`src/rtl/cmo_pkg.sv`:
```
// Package: constants and types for the message object control block
package cmo_pkg;
    localparam int CMO_NUM_OBJ = 8;
    localparam int CMO_PTR_W = 3;
    localparam int CMO_CNT_W = 16;
    localparam int CMO_FIFO_W = 8;
    localparam int CMO_FIFO_DEPTH = 16;
    localparam logic [1:0] CMO_COUNTER_FUNCTION_MODE_TIMING = 2'h2;
    localparam logic [2:0] CMO_SEL_REC_AFTER_DOM = 3'h1;
    localparam logic [2:0] CMO_SEL_DOM_LOOP = 3'h2;
    localparam logic [2:0] CMO_SEL_REC_LOOP = 3'h3;
    localparam logic [2:0] CMO_SEL_SYNC_SP = 3'h4;
    localparam logic [1:0] CMO_KIND_STD = 2'h0;
    localparam logic [1:0] CMO_KIND_TXSLV = 2'h1;
    localparam logic [1:0] CMO_KIND_GWSLV = 2'h2;
    localparam logic [1:0] CMO_KIND_BASE = 2'h3;
    typedef enum logic [1:0] {
        CMO_IDLE,
        CMO_SLAVE,
        CMO_BASE
    } cmo_state_t;
endpackage : cmo_pkg

```
`src/rtl/cmo_fifo.sv`:
```
// Module: parameterised valid/ready FIFO in flip-flops
`timescale 1ns/10ps
`default_nettype none
module cmo_fifo #(
    parameter int WIDTH = 8,
    parameter int DEPTH = 16
) (
    input wire logic clk,
    input wire logic sys_rst,
    input wire logic clk_en,
    input wire logic in_valid,
    output logic in_ready,
    input wire logic [WIDTH-1:0] in_data,
    output logic out_valid,
    input wire logic out_ready,
    output logic [WIDTH-1:0] out_data
);
    localparam int AW = $clog2(DEPTH);
    logic [WIDTH-1:0] mem_q [DEPTH];
    logic [AW-1:0] wr_q;
    logic [AW-1:0] rd_q;
    logic [AW:0] cnt_q;
    logic push;
    logic pop;
    logic rdy_q;

    // Ready is a register so the upstream side never sees a comparator
    assign in_ready = rdy_q;
    assign out_valid = (cnt_q != '0);
    assign out_data = mem_q[rd_q];
    assign push = clk_en && in_valid && in_ready;
    assign pop = clk_en && out_valid && out_ready;

    always_ff @(posedge clk) begin
        if (push) begin
            mem_q[wr_q] <= in_data;
        end
    end

    always_ff @(posedge clk) begin
        if (sys_rst) begin
            wr_q <= '0;
            rd_q <= '0;
            cnt_q <= '0;
            rdy_q <= 1'b1;
        end else begin
            if (push) begin
                wr_q <= (wr_q == AW'(DEPTH - 1)) ? '0 : wr_q + 1'b1;
            end
            if (pop) begin
                rd_q <= (rd_q == AW'(DEPTH - 1)) ? '0 : rd_q + 1'b1;
            end
            if (push && !pop) begin
                cnt_q <= cnt_q + 1'b1;
                rdy_q <= (cnt_q != DEPTH[AW:0] - 1'b1);
            end else if (pop && !push) begin
                cnt_q <= cnt_q - 1'b1;
                rdy_q <= 1'b1;
            end
        end
    end
endmodule : cmo_fifo
`default_nettype wire

```
`src/rtl/cmo_top.sv`:
```
// Module: message object valid/FIFO handling and bit-timing measurement
`timescale 1ns/10ps
`default_nettype none
module cmo_top
    import cmo_pkg::*;
#(
    parameter int NUM_OBJ = CMO_NUM_OBJ,
    parameter int CNT_W = CMO_CNT_W
) (
    input wire logic clk,
    input wire logic sys_rst,
    input wire logic clk_en,
    input wire logic obj_wr,
    input wire logic [CMO_PTR_W-1:0] obj_wr_idx,
    input wire logic obj_wr_valid,
    input wire logic obj_wr_single,
    input wire logic obj_wr_overflow_irq_enable,
    input wire logic obj_wr_redirect,
    input wire logic [1:0] obj_wr_kind,
    input wire logic [CMO_PTR_W-1:0] obj_wr_base,
    input wire logic [CMO_PTR_W-1:0] obj_wr_bottom,
    input wire logic [CMO_PTR_W-1:0] obj_wr_limit,
    input wire logic [CMO_PTR_W-1:0] obj_wr_top,
    input wire logic ev_valid,
    output logic ev_ready,
    input wire logic ev_is_tx,
    input wire logic ev_remote,
    input wire logic [CMO_PTR_W-1:0] ev_idx,
    input wire logic list_object_error,
    input wire logic tx_busy,
    input wire logic tx_req,
    input wire logic [CMO_PTR_W-1:0] tx_req_idx,
    input wire logic tx_done,
    input wire logic tx_fail,
    input wire logic [1:0] counter_function_mode,
    input wire logic [2:0] measurement_select,
    input wire logic can_rx_pin,
    input wire logic can_tx,
    input wire logic sample_point,
    input wire logic sync_enable,
    output logic [NUM_OBJ-1:0] msg_valid,
    output logic [CMO_PTR_W-1:0] current_pointer,
    output logic tx_overflow_irq,
    output logic frame_stored,
    output logic tx_start,
    output logic [CMO_PTR_W-1:0] tx_idx,
    output logic [CNT_W-1:0] frame_counter_value
);
    logic [NUM_OBJ-1:0] valid_q;
    logic [NUM_OBJ-1:0] single_q;
    logic [NUM_OBJ-1:0] overflow_irq_enable_q;
    logic [NUM_OBJ-1:0] redir_q;
    logic [1:0] kind_q [NUM_OBJ];
    logic [CMO_PTR_W-1:0] base_q [NUM_OBJ];
    logic [CMO_PTR_W-1:0] bot_q [NUM_OBJ];
    logic [CMO_PTR_W-1:0] lim_q [NUM_OBJ];
    logic [CMO_PTR_W-1:0] top_q [NUM_OBJ];
    logic [CMO_PTR_W-1:0] cur_q [NUM_OBJ];
    cmo_state_t state_q;
    logic [CMO_PTR_W-1:0] obj_q;
    logic is_tx_q;
    logic irq_q;
    logic stored_q;
    logic f_valid;
    logic f_ready;
    logic [CMO_FIFO_W-1:0] f_data;
    logic [CMO_FIFO_W-1:0] f_in;
    logic [CMO_PTR_W-1:0] f_idx;
    logic f_tx;
    logic f_rem;
    logic f_loe;
    logic [CMO_PTR_W-1:0] b_idx;
    logic [CMO_PTR_W-1:0] b_next;
    logic pend_q;
    logic [CMO_PTR_W-1:0] cptr_q;
    logic start_q;
    logic [CMO_PTR_W-1:0] txi_q;

    // Events queue here while the object engine works on a previous one
    assign f_in = {{(CMO_FIFO_W-CMO_PTR_W-3){1'b0}}, list_object_error,
        ev_remote, ev_is_tx, ev_idx};
    cmo_fifo #(.WIDTH(CMO_FIFO_W), .DEPTH(CMO_FIFO_DEPTH)) u_fifo (
        .clk(clk),
        .sys_rst(sys_rst),
        .clk_en(clk_en),
        .in_valid(ev_valid),
        .in_ready(ev_ready),
        .in_data(f_in),
        .out_valid(f_valid),
        .out_ready(f_ready),
        .out_data(f_data)
    );
    assign f_idx = f_data[CMO_PTR_W-1:0];
    assign f_tx = f_data[CMO_PTR_W];
    assign f_rem = f_data[CMO_PTR_W+1];
    assign f_loe = f_data[CMO_PTR_W+2];
    assign f_ready = (state_q == CMO_IDLE);
    assign b_idx = base_q[obj_q];
    assign b_next = (cur_q[b_idx] == top_q[b_idx]) ? bot_q[b_idx]
        : cur_q[b_idx] + 1'b1;

    always_ff @(posedge clk) begin
        if (sys_rst) begin
            state_q <= CMO_IDLE;
            obj_q <= '0;
            is_tx_q <= 1'b0;
        end else if (clk_en) begin
            case (state_q)
                CMO_IDLE: begin
                    // A list-object error on a received frame skips filtering: nothing is stored
                    if (f_valid && !(f_loe && !f_tx)) begin
                        obj_q <= f_idx;
                        is_tx_q <= f_tx;
                        state_q <= (kind_q[f_idx] == CMO_KIND_STD ||
                            kind_q[f_idx] == CMO_KIND_BASE) ? CMO_IDLE
                            : CMO_BASE;
                    end
                end
                CMO_BASE: begin
                    state_q <= CMO_IDLE;
                end
                default: begin
                    state_q <= CMO_IDLE;
                end
            endcase
        end
    end

    // Object table, valid clearing and pointer update
    always_ff @(posedge clk) begin
        if (sys_rst) begin
            valid_q <= '0;
            single_q <= '0;
            overflow_irq_enable_q <= '0;
            redir_q <= '0;
            for (int i = 0; i < NUM_OBJ; i++) begin
                kind_q[i] <= CMO_KIND_STD;
                base_q[i] <= '0;
                bot_q[i] <= '0;
                lim_q[i] <= '0;
                top_q[i] <= '0;
                cur_q[i] <= '0;
            end
        end else if (clk_en) begin
            if (obj_wr) begin
                valid_q[obj_wr_idx] <= obj_wr_valid;
                single_q[obj_wr_idx] <= obj_wr_single;
                overflow_irq_enable_q[obj_wr_idx] <= obj_wr_overflow_irq_enable;
                redir_q[obj_wr_idx] <= obj_wr_redirect;
                kind_q[obj_wr_idx] <= obj_wr_kind;
                base_q[obj_wr_idx] <= obj_wr_base;
                bot_q[obj_wr_idx] <= obj_wr_bottom;
                lim_q[obj_wr_idx] <= obj_wr_limit;
                top_q[obj_wr_idx] <= obj_wr_top;
                cur_q[obj_wr_idx] <= obj_wr_bottom;
            end
            if (state_q == CMO_IDLE && f_valid && !(f_loe && !f_tx) &&
                single_q[f_idx]) begin
                valid_q[f_idx] <= 1'b0;
            end
            if (state_q == CMO_BASE) begin
                cur_q[b_idx] <= b_next;
                if (single_q[b_idx] && b_next == lim_q[b_idx]) begin
                    valid_q[b_idx] <= 1'b0;
                end
            end
        end
    end

    // Overflow pulse, stored-frame pulse and last updated base pointer
    always_ff @(posedge clk) begin
        if (sys_rst) begin
            irq_q <= 1'b0;
            stored_q <= 1'b0;
            cptr_q <= '0;
        end else if (clk_en) begin
            cptr_q <= (state_q == CMO_BASE) ? b_next : cptr_q;
            irq_q <= (state_q == CMO_BASE) && is_tx_q &&
                kind_q[obj_q] == CMO_KIND_TXSLV && overflow_irq_enable_q[b_idx] &&
                b_next == lim_q[b_idx];
            stored_q <= (state_q == CMO_IDLE) && f_valid && !f_tx &&
                !f_loe;
        end
    end

    // Transmit scheduler: a failed frame is held and retried first if its object is still valid or redirected
    always_ff @(posedge clk) begin
        if (sys_rst) begin
            pend_q <= 1'b0;
            start_q <= 1'b0;
            txi_q <= '0;
        end else if (clk_en) begin
            start_q <= 1'b0;
            if (tx_done) begin
                pend_q <= 1'b0;
            end
            if (!tx_busy && !start_q && !pend_q && tx_req &&
                (valid_q[tx_req_idx] || redir_q[tx_req_idx])) begin
                start_q <= 1'b1;
                txi_q <= tx_req_idx;
                pend_q <= 1'b1;
            end else if (!tx_busy && !start_q && pend_q && tx_fail) begin
                start_q <= valid_q[txi_q] || redir_q[txi_q];
                pend_q <= valid_q[txi_q] || redir_q[txi_q];
            end
        end
    end

    // Bit-timing measurement
    logic [1:0] rx_sync_q;
    logic rx_q;
    logic tx_q;
    logic [CNT_W-1:0] since_dom_q;
    logic [CNT_W-1:0] since_sp_q;
    logic [CNT_W-1:0] since_tx_q;
    logic [CNT_W-1:0] fcv_q;
    logic mmode;
    logic rx_fall;
    logic rx_rise;
    logic tx_fall;
    logic tx_rise;

    assign mmode = (counter_function_mode == CMO_COUNTER_FUNCTION_MODE_TIMING);
    assign rx_fall = rx_q && !rx_sync_q[1];
    assign rx_rise = !rx_q && rx_sync_q[1];
    assign tx_fall = tx_q && !can_tx;
    assign tx_rise = !tx_q && can_tx;

    always_ff @(posedge clk) begin
        if (sys_rst) begin
            rx_sync_q <= 2'h3;
            rx_q <= 1'b1;
            tx_q <= 1'b1;
        end else if (clk_en) begin
            rx_sync_q <= {rx_sync_q[0], can_rx_pin};
            rx_q <= rx_sync_q[1];
            tx_q <= can_tx;
        end
    end

    // Interval counters restart at their reference and saturate
    always_ff @(posedge clk) begin
        if (sys_rst) begin
            since_dom_q <= '0;
            since_sp_q <= '0;
            since_tx_q <= '0;
        end else if (clk_en) begin
            since_dom_q <= rx_fall ? '0 : (&since_dom_q ? since_dom_q
                : since_dom_q + 1'b1);
            since_sp_q <= sample_point ? '0 : (&since_sp_q ? since_sp_q
                : since_sp_q + 1'b1);
            since_tx_q <= (tx_fall || tx_rise) ? '0 : (&since_tx_q ?
                since_tx_q : since_tx_q + 1'b1);
        end
    end

    always_ff @(posedge clk) begin
        if (sys_rst) begin
            fcv_q <= '0;
        end else if (clk_en && mmode) begin
            case (measurement_select)
                CMO_SEL_REC_AFTER_DOM: begin
                    if (rx_rise) fcv_q <= since_dom_q;
                end
                CMO_SEL_DOM_LOOP: begin
                    if (rx_fall && !can_tx) fcv_q <= since_tx_q;
                end
                CMO_SEL_REC_LOOP: begin
                    if (rx_rise && can_tx) fcv_q <= since_tx_q;
                end
                CMO_SEL_SYNC_SP: begin
                    if (rx_fall && sync_enable) fcv_q <= since_sp_q;
                end
                default: ;
            endcase
        end
    end

    assign msg_valid = valid_q;
    assign current_pointer = cptr_q;
    assign tx_overflow_irq = irq_q;
    assign frame_stored = stored_q;
    assign tx_start = start_q;
    assign tx_idx = txi_q;
    assign frame_counter_value = fcv_q;

    single_clear_a: assert property (@(posedge clk) disable iff (sys_rst)
        (clk_en && state_q == CMO_IDLE && f_valid && !f_tx && !f_loe &&
        single_q[f_idx] && !obj_wr) |=> !valid_q[$past(f_idx)])
        else $error("single transfer valid not cleared");
    loe_nostore_a: assert property (@(posedge clk) disable iff (sys_rst)
        (clk_en && f_valid && f_loe && !f_tx) |=> !stored_q)
        else $error("frame stored despite list error");
    mode_sel_a: assert property (@(posedge clk) disable iff (sys_rst)
        (!mmode) |=> $stable(fcv_q))
        else $error("counter changed outside timing mode");
    sat_count_a: assert property (@(posedge clk) disable iff (sys_rst)
        (clk_en && &since_sp_q && !sample_point) |=> &since_sp_q)
        else $error("measurement counter wrapped");
    irq_cond_a: assert property (@(posedge clk) disable iff (sys_rst)
        irq_q |-> $past(state_q) == CMO_BASE)
        else $error("overflow irq without base update");
    base_clear_a: assert property (@(posedge clk) disable iff (sys_rst)
        (clk_en && state_q == CMO_BASE && single_q[b_idx] &&
        b_next == lim_q[b_idx] && !obj_wr) |=> !valid_q[$past(b_idx)])
        else $error("base valid not cleared at limit");
    rec_meas_a: assert property (@(posedge clk) disable iff (sys_rst)
        (clk_en && mmode && measurement_select == CMO_SEL_REC_AFTER_DOM &&
        rx_rise) |=> fcv_q == $past(since_dom_q))
        else $error("recessive interval not captured");
    sp_meas_a: assert property (@(posedge clk) disable iff (sys_rst)
        (clk_en && mmode && measurement_select == CMO_SEL_SYNC_SP &&
        rx_fall && sync_enable) |=> fcv_q == $past(since_sp_q))
        else $error("sample point interval not captured");
endmodule : cmo_top
`default_nettype wire

```
`config.mk`:
```
export PLATFORM = sky130hd
export DESIGN_NAME = cmo_top
export DESIGN_NICKNAME = d
export VERILOG_FILES = /design/src/rtl/cmo_pkg.sv /design/src/rtl/cmo_fifo.sv /design/src/rtl/cmo_top.sv
export SDC_FILE = /design/constraint.sdc
export NUM_CORES = 1
export LEC_CHECK = 0
export ABC_CLOCK_PERIOD_IN_PS = 2950
export BUFFER_PORTS_ARGS = -buffer_cell sky130_fd_sc_hd__buf_2
export CAP_MARGIN = 20
export CORE_UTILIZATION = 55
export DETAILED_ROUTE_END_ITERATION = 7
export PLACE_DENSITY_LB_ADDON = 0.25
export SYNTH_ARGS = -nofsm -noshare
export SYNTH_HDL_FRONTEND = slang
export SYNTH_SLANG_ARGS = --single-unit
export TNS_END_PERCENT = 20
```
`constraint.sdc`:
```
create_clock -name clk -period 2.95 [get_ports clk]
set_input_delay 0.1475 -clock clk [delete_from_list [all_inputs] [get_ports clk]]
set_output_delay 0.1475 -clock clk [all_outputs]
set_load 0.01 [all_outputs]
```
# Word-level counts from Yosys, hierarchy flattened
# Memories as Yosys holds them, arrays and structs flattened. A register that Yosys moved wholly into a read port is not among the register bits.
# Cells that the tools add are included.
# W data, S select, Z words.
# totals
regBits,130
mem_bits_rw,232
inputBits,48
output_inout_bits,34
elab_cells,246
n_memories,7
# classes
addsub,8
magnitude_cmp,8
eq_ne,21
muxes,97
bitwise,4
n_reduce_logical,77
# mem_list
name,words,width,read_ports,rd_ports_with_merged_regs,wr,line_no,source
u_fifo.mem_q,16,6,1,1,1,cmo_fifo.sv:19,logic [WIDTH-1:0] mem_q [DEPTH];
base_q,8,3,1,1,8,cmo_top.sv:54,logic [CMO_PTR_W-1:0] base_q [NUM_OBJ];
bot_q,8,3,1,0,8,cmo_top.sv:55,logic [CMO_PTR_W-1:0] bot_q [NUM_OBJ];
cur_q,8,3,1,0,8,cmo_top.sv:58,logic [CMO_PTR_W-1:0] cur_q [NUM_OBJ];
lim_q,8,3,1,0,8,cmo_top.sv:56,logic [CMO_PTR_W-1:0] lim_q [NUM_OBJ];
top_q,8,3,1,0,8,cmo_top.sv:57,logic [CMO_PTR_W-1:0] top_q [NUM_OBJ];
+1 memories,n/a,n/a,n/a,n/a,n/a,n/a,
# op_table
cell,count
$mux W16,10
$mux W8,8
$pmux W16 S4,1
$mux W3,18
$add A16 B1 Y16 const B,3
$reduce_and A16 Y1,3
$mux W1,36
$logic_and A1 B1 Y1,35
$bwmux W8,4
$bmux W1 S3,7
$lt A3 B4 Y1 const B,5
$reduce_or A3 Y1,6
$and A8 B8 Y8,2
$mux W4,4
$ne A2 B2 Y1 const B,8
$not A8 Y8,2
$reduce_and A2 Y1,8
$logic_not A1 Y1,12
$mux W5,2
$demux W1 S3,3
$ge A3 B1 Y1 const B,3
$add A4 B1 Y4 const B,2
$eq A4 B4 Y1 const B,2
$mux W2,4
19 further kinds,27

# Depth between registers and ports, before layout
# logic_depth
word_depth,15
depth_mapped,16
depth_no_buf,13

# Hierarchy
# Synthesis repeated with hierarchy kept, for this count alone.
# unflattened
hier_cells,1470
hier_area_um2,18046.1
# modules_own_cells
mod,n_inst,cells_per_inst,area_each_um2
cmo_top,1,1152,12129.1
cmo_fifo,1,318,5916.9

# Worst setup path after synthesis
# OpenSTA, ideal clock, no wires.
# synth_timing
path_type,flip-flop to flip-flop
startpoint,register with a tool-made name
endpoint,register valid_q[1] (netlist: msg_valid[1])
setup_time_ps,129
t_arrival_ps,3141
path_slack_ps,-320
stages_incl_launch_ff,15
n_path_buf,2
synth_period_minus_slack_ps,3270
cell_sequence,dfxtp_1 -> buf_2 -> mux4_2 -> mux2i_4 -> nor2b_1 -> buf_2 -> a221oi_2 -> o22a_1 -> inv_1 -> ha_1 -> xnor2_1 -> mux2_4 -> xor2_1 -> nor4_2 -> o21bai_1
# synth_lines
element,line_no,source
"to (signal, indexed assignment)",cmo_top.sv:146,valid_q[obj_wr_idx] <= obj_wr_valid;
to (decl),cmo_top.sv:49,logic [NUM_OBJ-1:0] valid_q;

==> out/qor.yml <==
placed_design:
  hpwl_mm: 28.2
  portBuffers: 80
  dp.cells: 1869
  dpl_worst_slack_ns: -0.413
  gp_congestion: 0.960
  place_area_sq_um: 17300
timing:
  setup_viol: 18
  tightest_slew_ns: 1.01
  relSlewSlack_pct: 31.9
  drv_slew: 0
  period_share_pct: 110
  skew_ns: 0.0172
  rsz0062_at_grt: "yes"
  fin_crit_ns: 3.25
  fmax_mhz: 308
  hold_viol_final: 0
  worst_slack_ns: -0.296
floorplanning:
  fp-row-count: 61
  fp.dieW_microns: 172
  dieHeight_microns: 172
  core_sq_um: 28200
  io_pins: 82
  die_area_sq_um: 29600
  start_util_pct: 56.6
finish:
  syn2layout_area_growth_pct: 18.3
  fin_cells: 1963
  diodes: 0
  final_nets: 1620
  final_cell_mix: "edfxtp_1, nand2_1, nor2_1, dfxtp_1, and2_1"
  utilization_pct: 66.9
  final_common_cell: "edfxtp_1"
  design_area_sq_um: 18800
  drive_gt1_share_pct: 20.6
grt:
  grt-ovfl-total: 0
  grt_pass1_wl_mm: 63.3
  grt_pass1_vias: 11500
  grt_usage_pct: 28.4
  grt_max_degree: 33
  antenna_found_initial: 0
synthesis:
  syn_area_per_cell_sq_um: 11.4
  synth_edf_count: 216
  syn_area_sq_um: 15900
  ys_warn_count: 0
  syn_nets: 1455
  ys_async_sr_fraction_pct: 0
  ys_seq_area_share_pct: 57.8
  synthCells: 1393
  ys_ff_latch: 352
  ys.flop_type: "edfxtp_1"
  synth.distinct_cells: 71
power:
  leakagePower_nw: 7.02
  peakVddDrop_mv: 0.829
  power.density_nw_per_um2: 874
detailed_routing:
  drtIter0Drc: 1228
  routed_wl_mm: 41.4
  dr.pass1.iters: 6
  drc_errors: 0
  wire_per_inst_microns: 21.1
  vias_per_cell: 5.97
  vias: 11700
  final_antenna_net_count: 0
clock_network:
  h-tree-depth: 2
  cts_buffers: 37
  clock_latency_ns: 0.53
  cts_tree: "built"
  cts_buffer_depth: 3
  root_buffer: "clkbuf_16"
  cts_sinks: 352
  path_clk_slew_ns: 0.06
min_path:
  whs_path_depth: 1
  holdPathEnd: "u_fifo.mem_q[4][5]"
  hold_path_class: "in2reg"
  hp-start: "list_object_error"
worst_setup_path:
  worst_ep_required_time_ns: 3.35
  crit_fanout: 8
  crit_type: "reg2reg"
  cp-end-kind: "flip-flop"
  timing.rr.end: "msg_valid[0]"
  cp-start-kind: "flip-flop"
  r2r_slack_ns: -0.30
  reg2regPathDepth: 12
  cp.arrival_ns: 3.65
outcome:
  outcome: "finished, violations left"
  violations: "negative setup slack"
flow_run:
  maxCapViolCount: 0
[power by group]
part | internal, mW | switching (mW) | total [mW]
sequential | 5.47 | 0.176 | 5.65
combinational | 3.03 | 3.49 | 6.52
clock | 2.39 | 1.91 | 4.30
total | 10.9 | 5.57 | 16.5
[timing repair]
action | in CTS | in global routing
hold buffers | 15 | 0
buffers inserted | 10 | 1
endpoints found under the hold margin | 63 | 0
gates cloned | 1 | 0
endpoints found under the setup margin | 36 | 38
pin swaps | 21 | 14
gates resized for setup | 30 | 15
[routing by layer]
| metal | vias up | part of all wire, % | global-route usage, % |
|---|---|---|---|
| met2 | 505 | 49 | 47.6 |
| li1 | 5419 | - | - |
| met1 | 5672 | 40 | 36.7 |
| met5 | - | 0 | 0 |
| met4 | 0 | 3.8 | 11.9 |
| met3 | 126 | 7.1 | 4.65 |
[logic make-up after synthesis]
family | count (synthesis) | share of synthesized area, %
buf+inv | 111 | 2.85
xor+xnor | 51 | 2.80
mux | 101 | 9.17
simple gates | 533 | 16.3
flops | 352 | 57.8
fa+ha+maj | 14 | 1.15
compound gates | 231 | 9.91
[flip-flops by register name, summed over array words and instances (netlist names), 16 cells and up, named ones only]
name	flops
since_dom_q	16
cur_q	24
lim_q	24
since_tx_q	16
base_q	24
frame_counter_value	16
top_q	24
u_fifo.mem_q	80
kind_q	16
since_sp_q	16
bot_q	24
[layout make-up]
type,count,area (sq um)
clock buffers,50,995
repair buffers,195,1400
well taps,378,473
multi-input cells,930,6480
flip-flops and latches,352,9220
fillers,2053,9320
clock inverters,16,109
inverters,42,158
[per-stage QoR]
step                power [mW]  hold slack, ns  setup TNS, ns
finish                    16.5         0.00714          -2.38
global route              17.1          0.0135          -8.76
CTS                       16.3       0.0000642          -2.25
detailed placement        11.2           0.379          -6.98
global placement          11.1           0.384          -4.11
floorplan                 9.26           0.246          -1.88
[synth_stat cells (all sizes together) (31+ instances only)]
cell type  number  area (sq um)
xor2           31           272
nand2         147           557
dfxtp         136          2720
edfxtp        216          6490
o21ai          46           230
nor2          147           562
a21oi          58           290
mux4           32           721
mux2i          53           556
clkbuf         47           176
and2           98           613
inv            40           150
[worst max-delay path, cell delays in order, from the launching register on]
cell and delay (ns):
dfxtp_4 0.37, mux4_2 0.51, mux2_4 0.37, nand2_4 0.13, o22ai_2 0.07, a221oi_2 0.30, xnor2_2 0.20, buf_4 0.16
a41oi_2 0.14, nor2_4 0.17, xnor2_2 0.15, nor4_4 0.43, o21ai_1 0.12
[how the worst max path moves through the flow]
stage,start,to,cells past startpoint
floorplan,flip-flop,msg_valid[1],13
finish,flip-flop,msg_valid[0],12
detailed placement,flip-flop,msg_valid[4],12
global placement,flip-flop,msg_valid[1],12
CTS,flip-flop,msg_valid[4],14
global route,flip-flop,msg_valid[4],13
(Power assumes the default switching activity.)
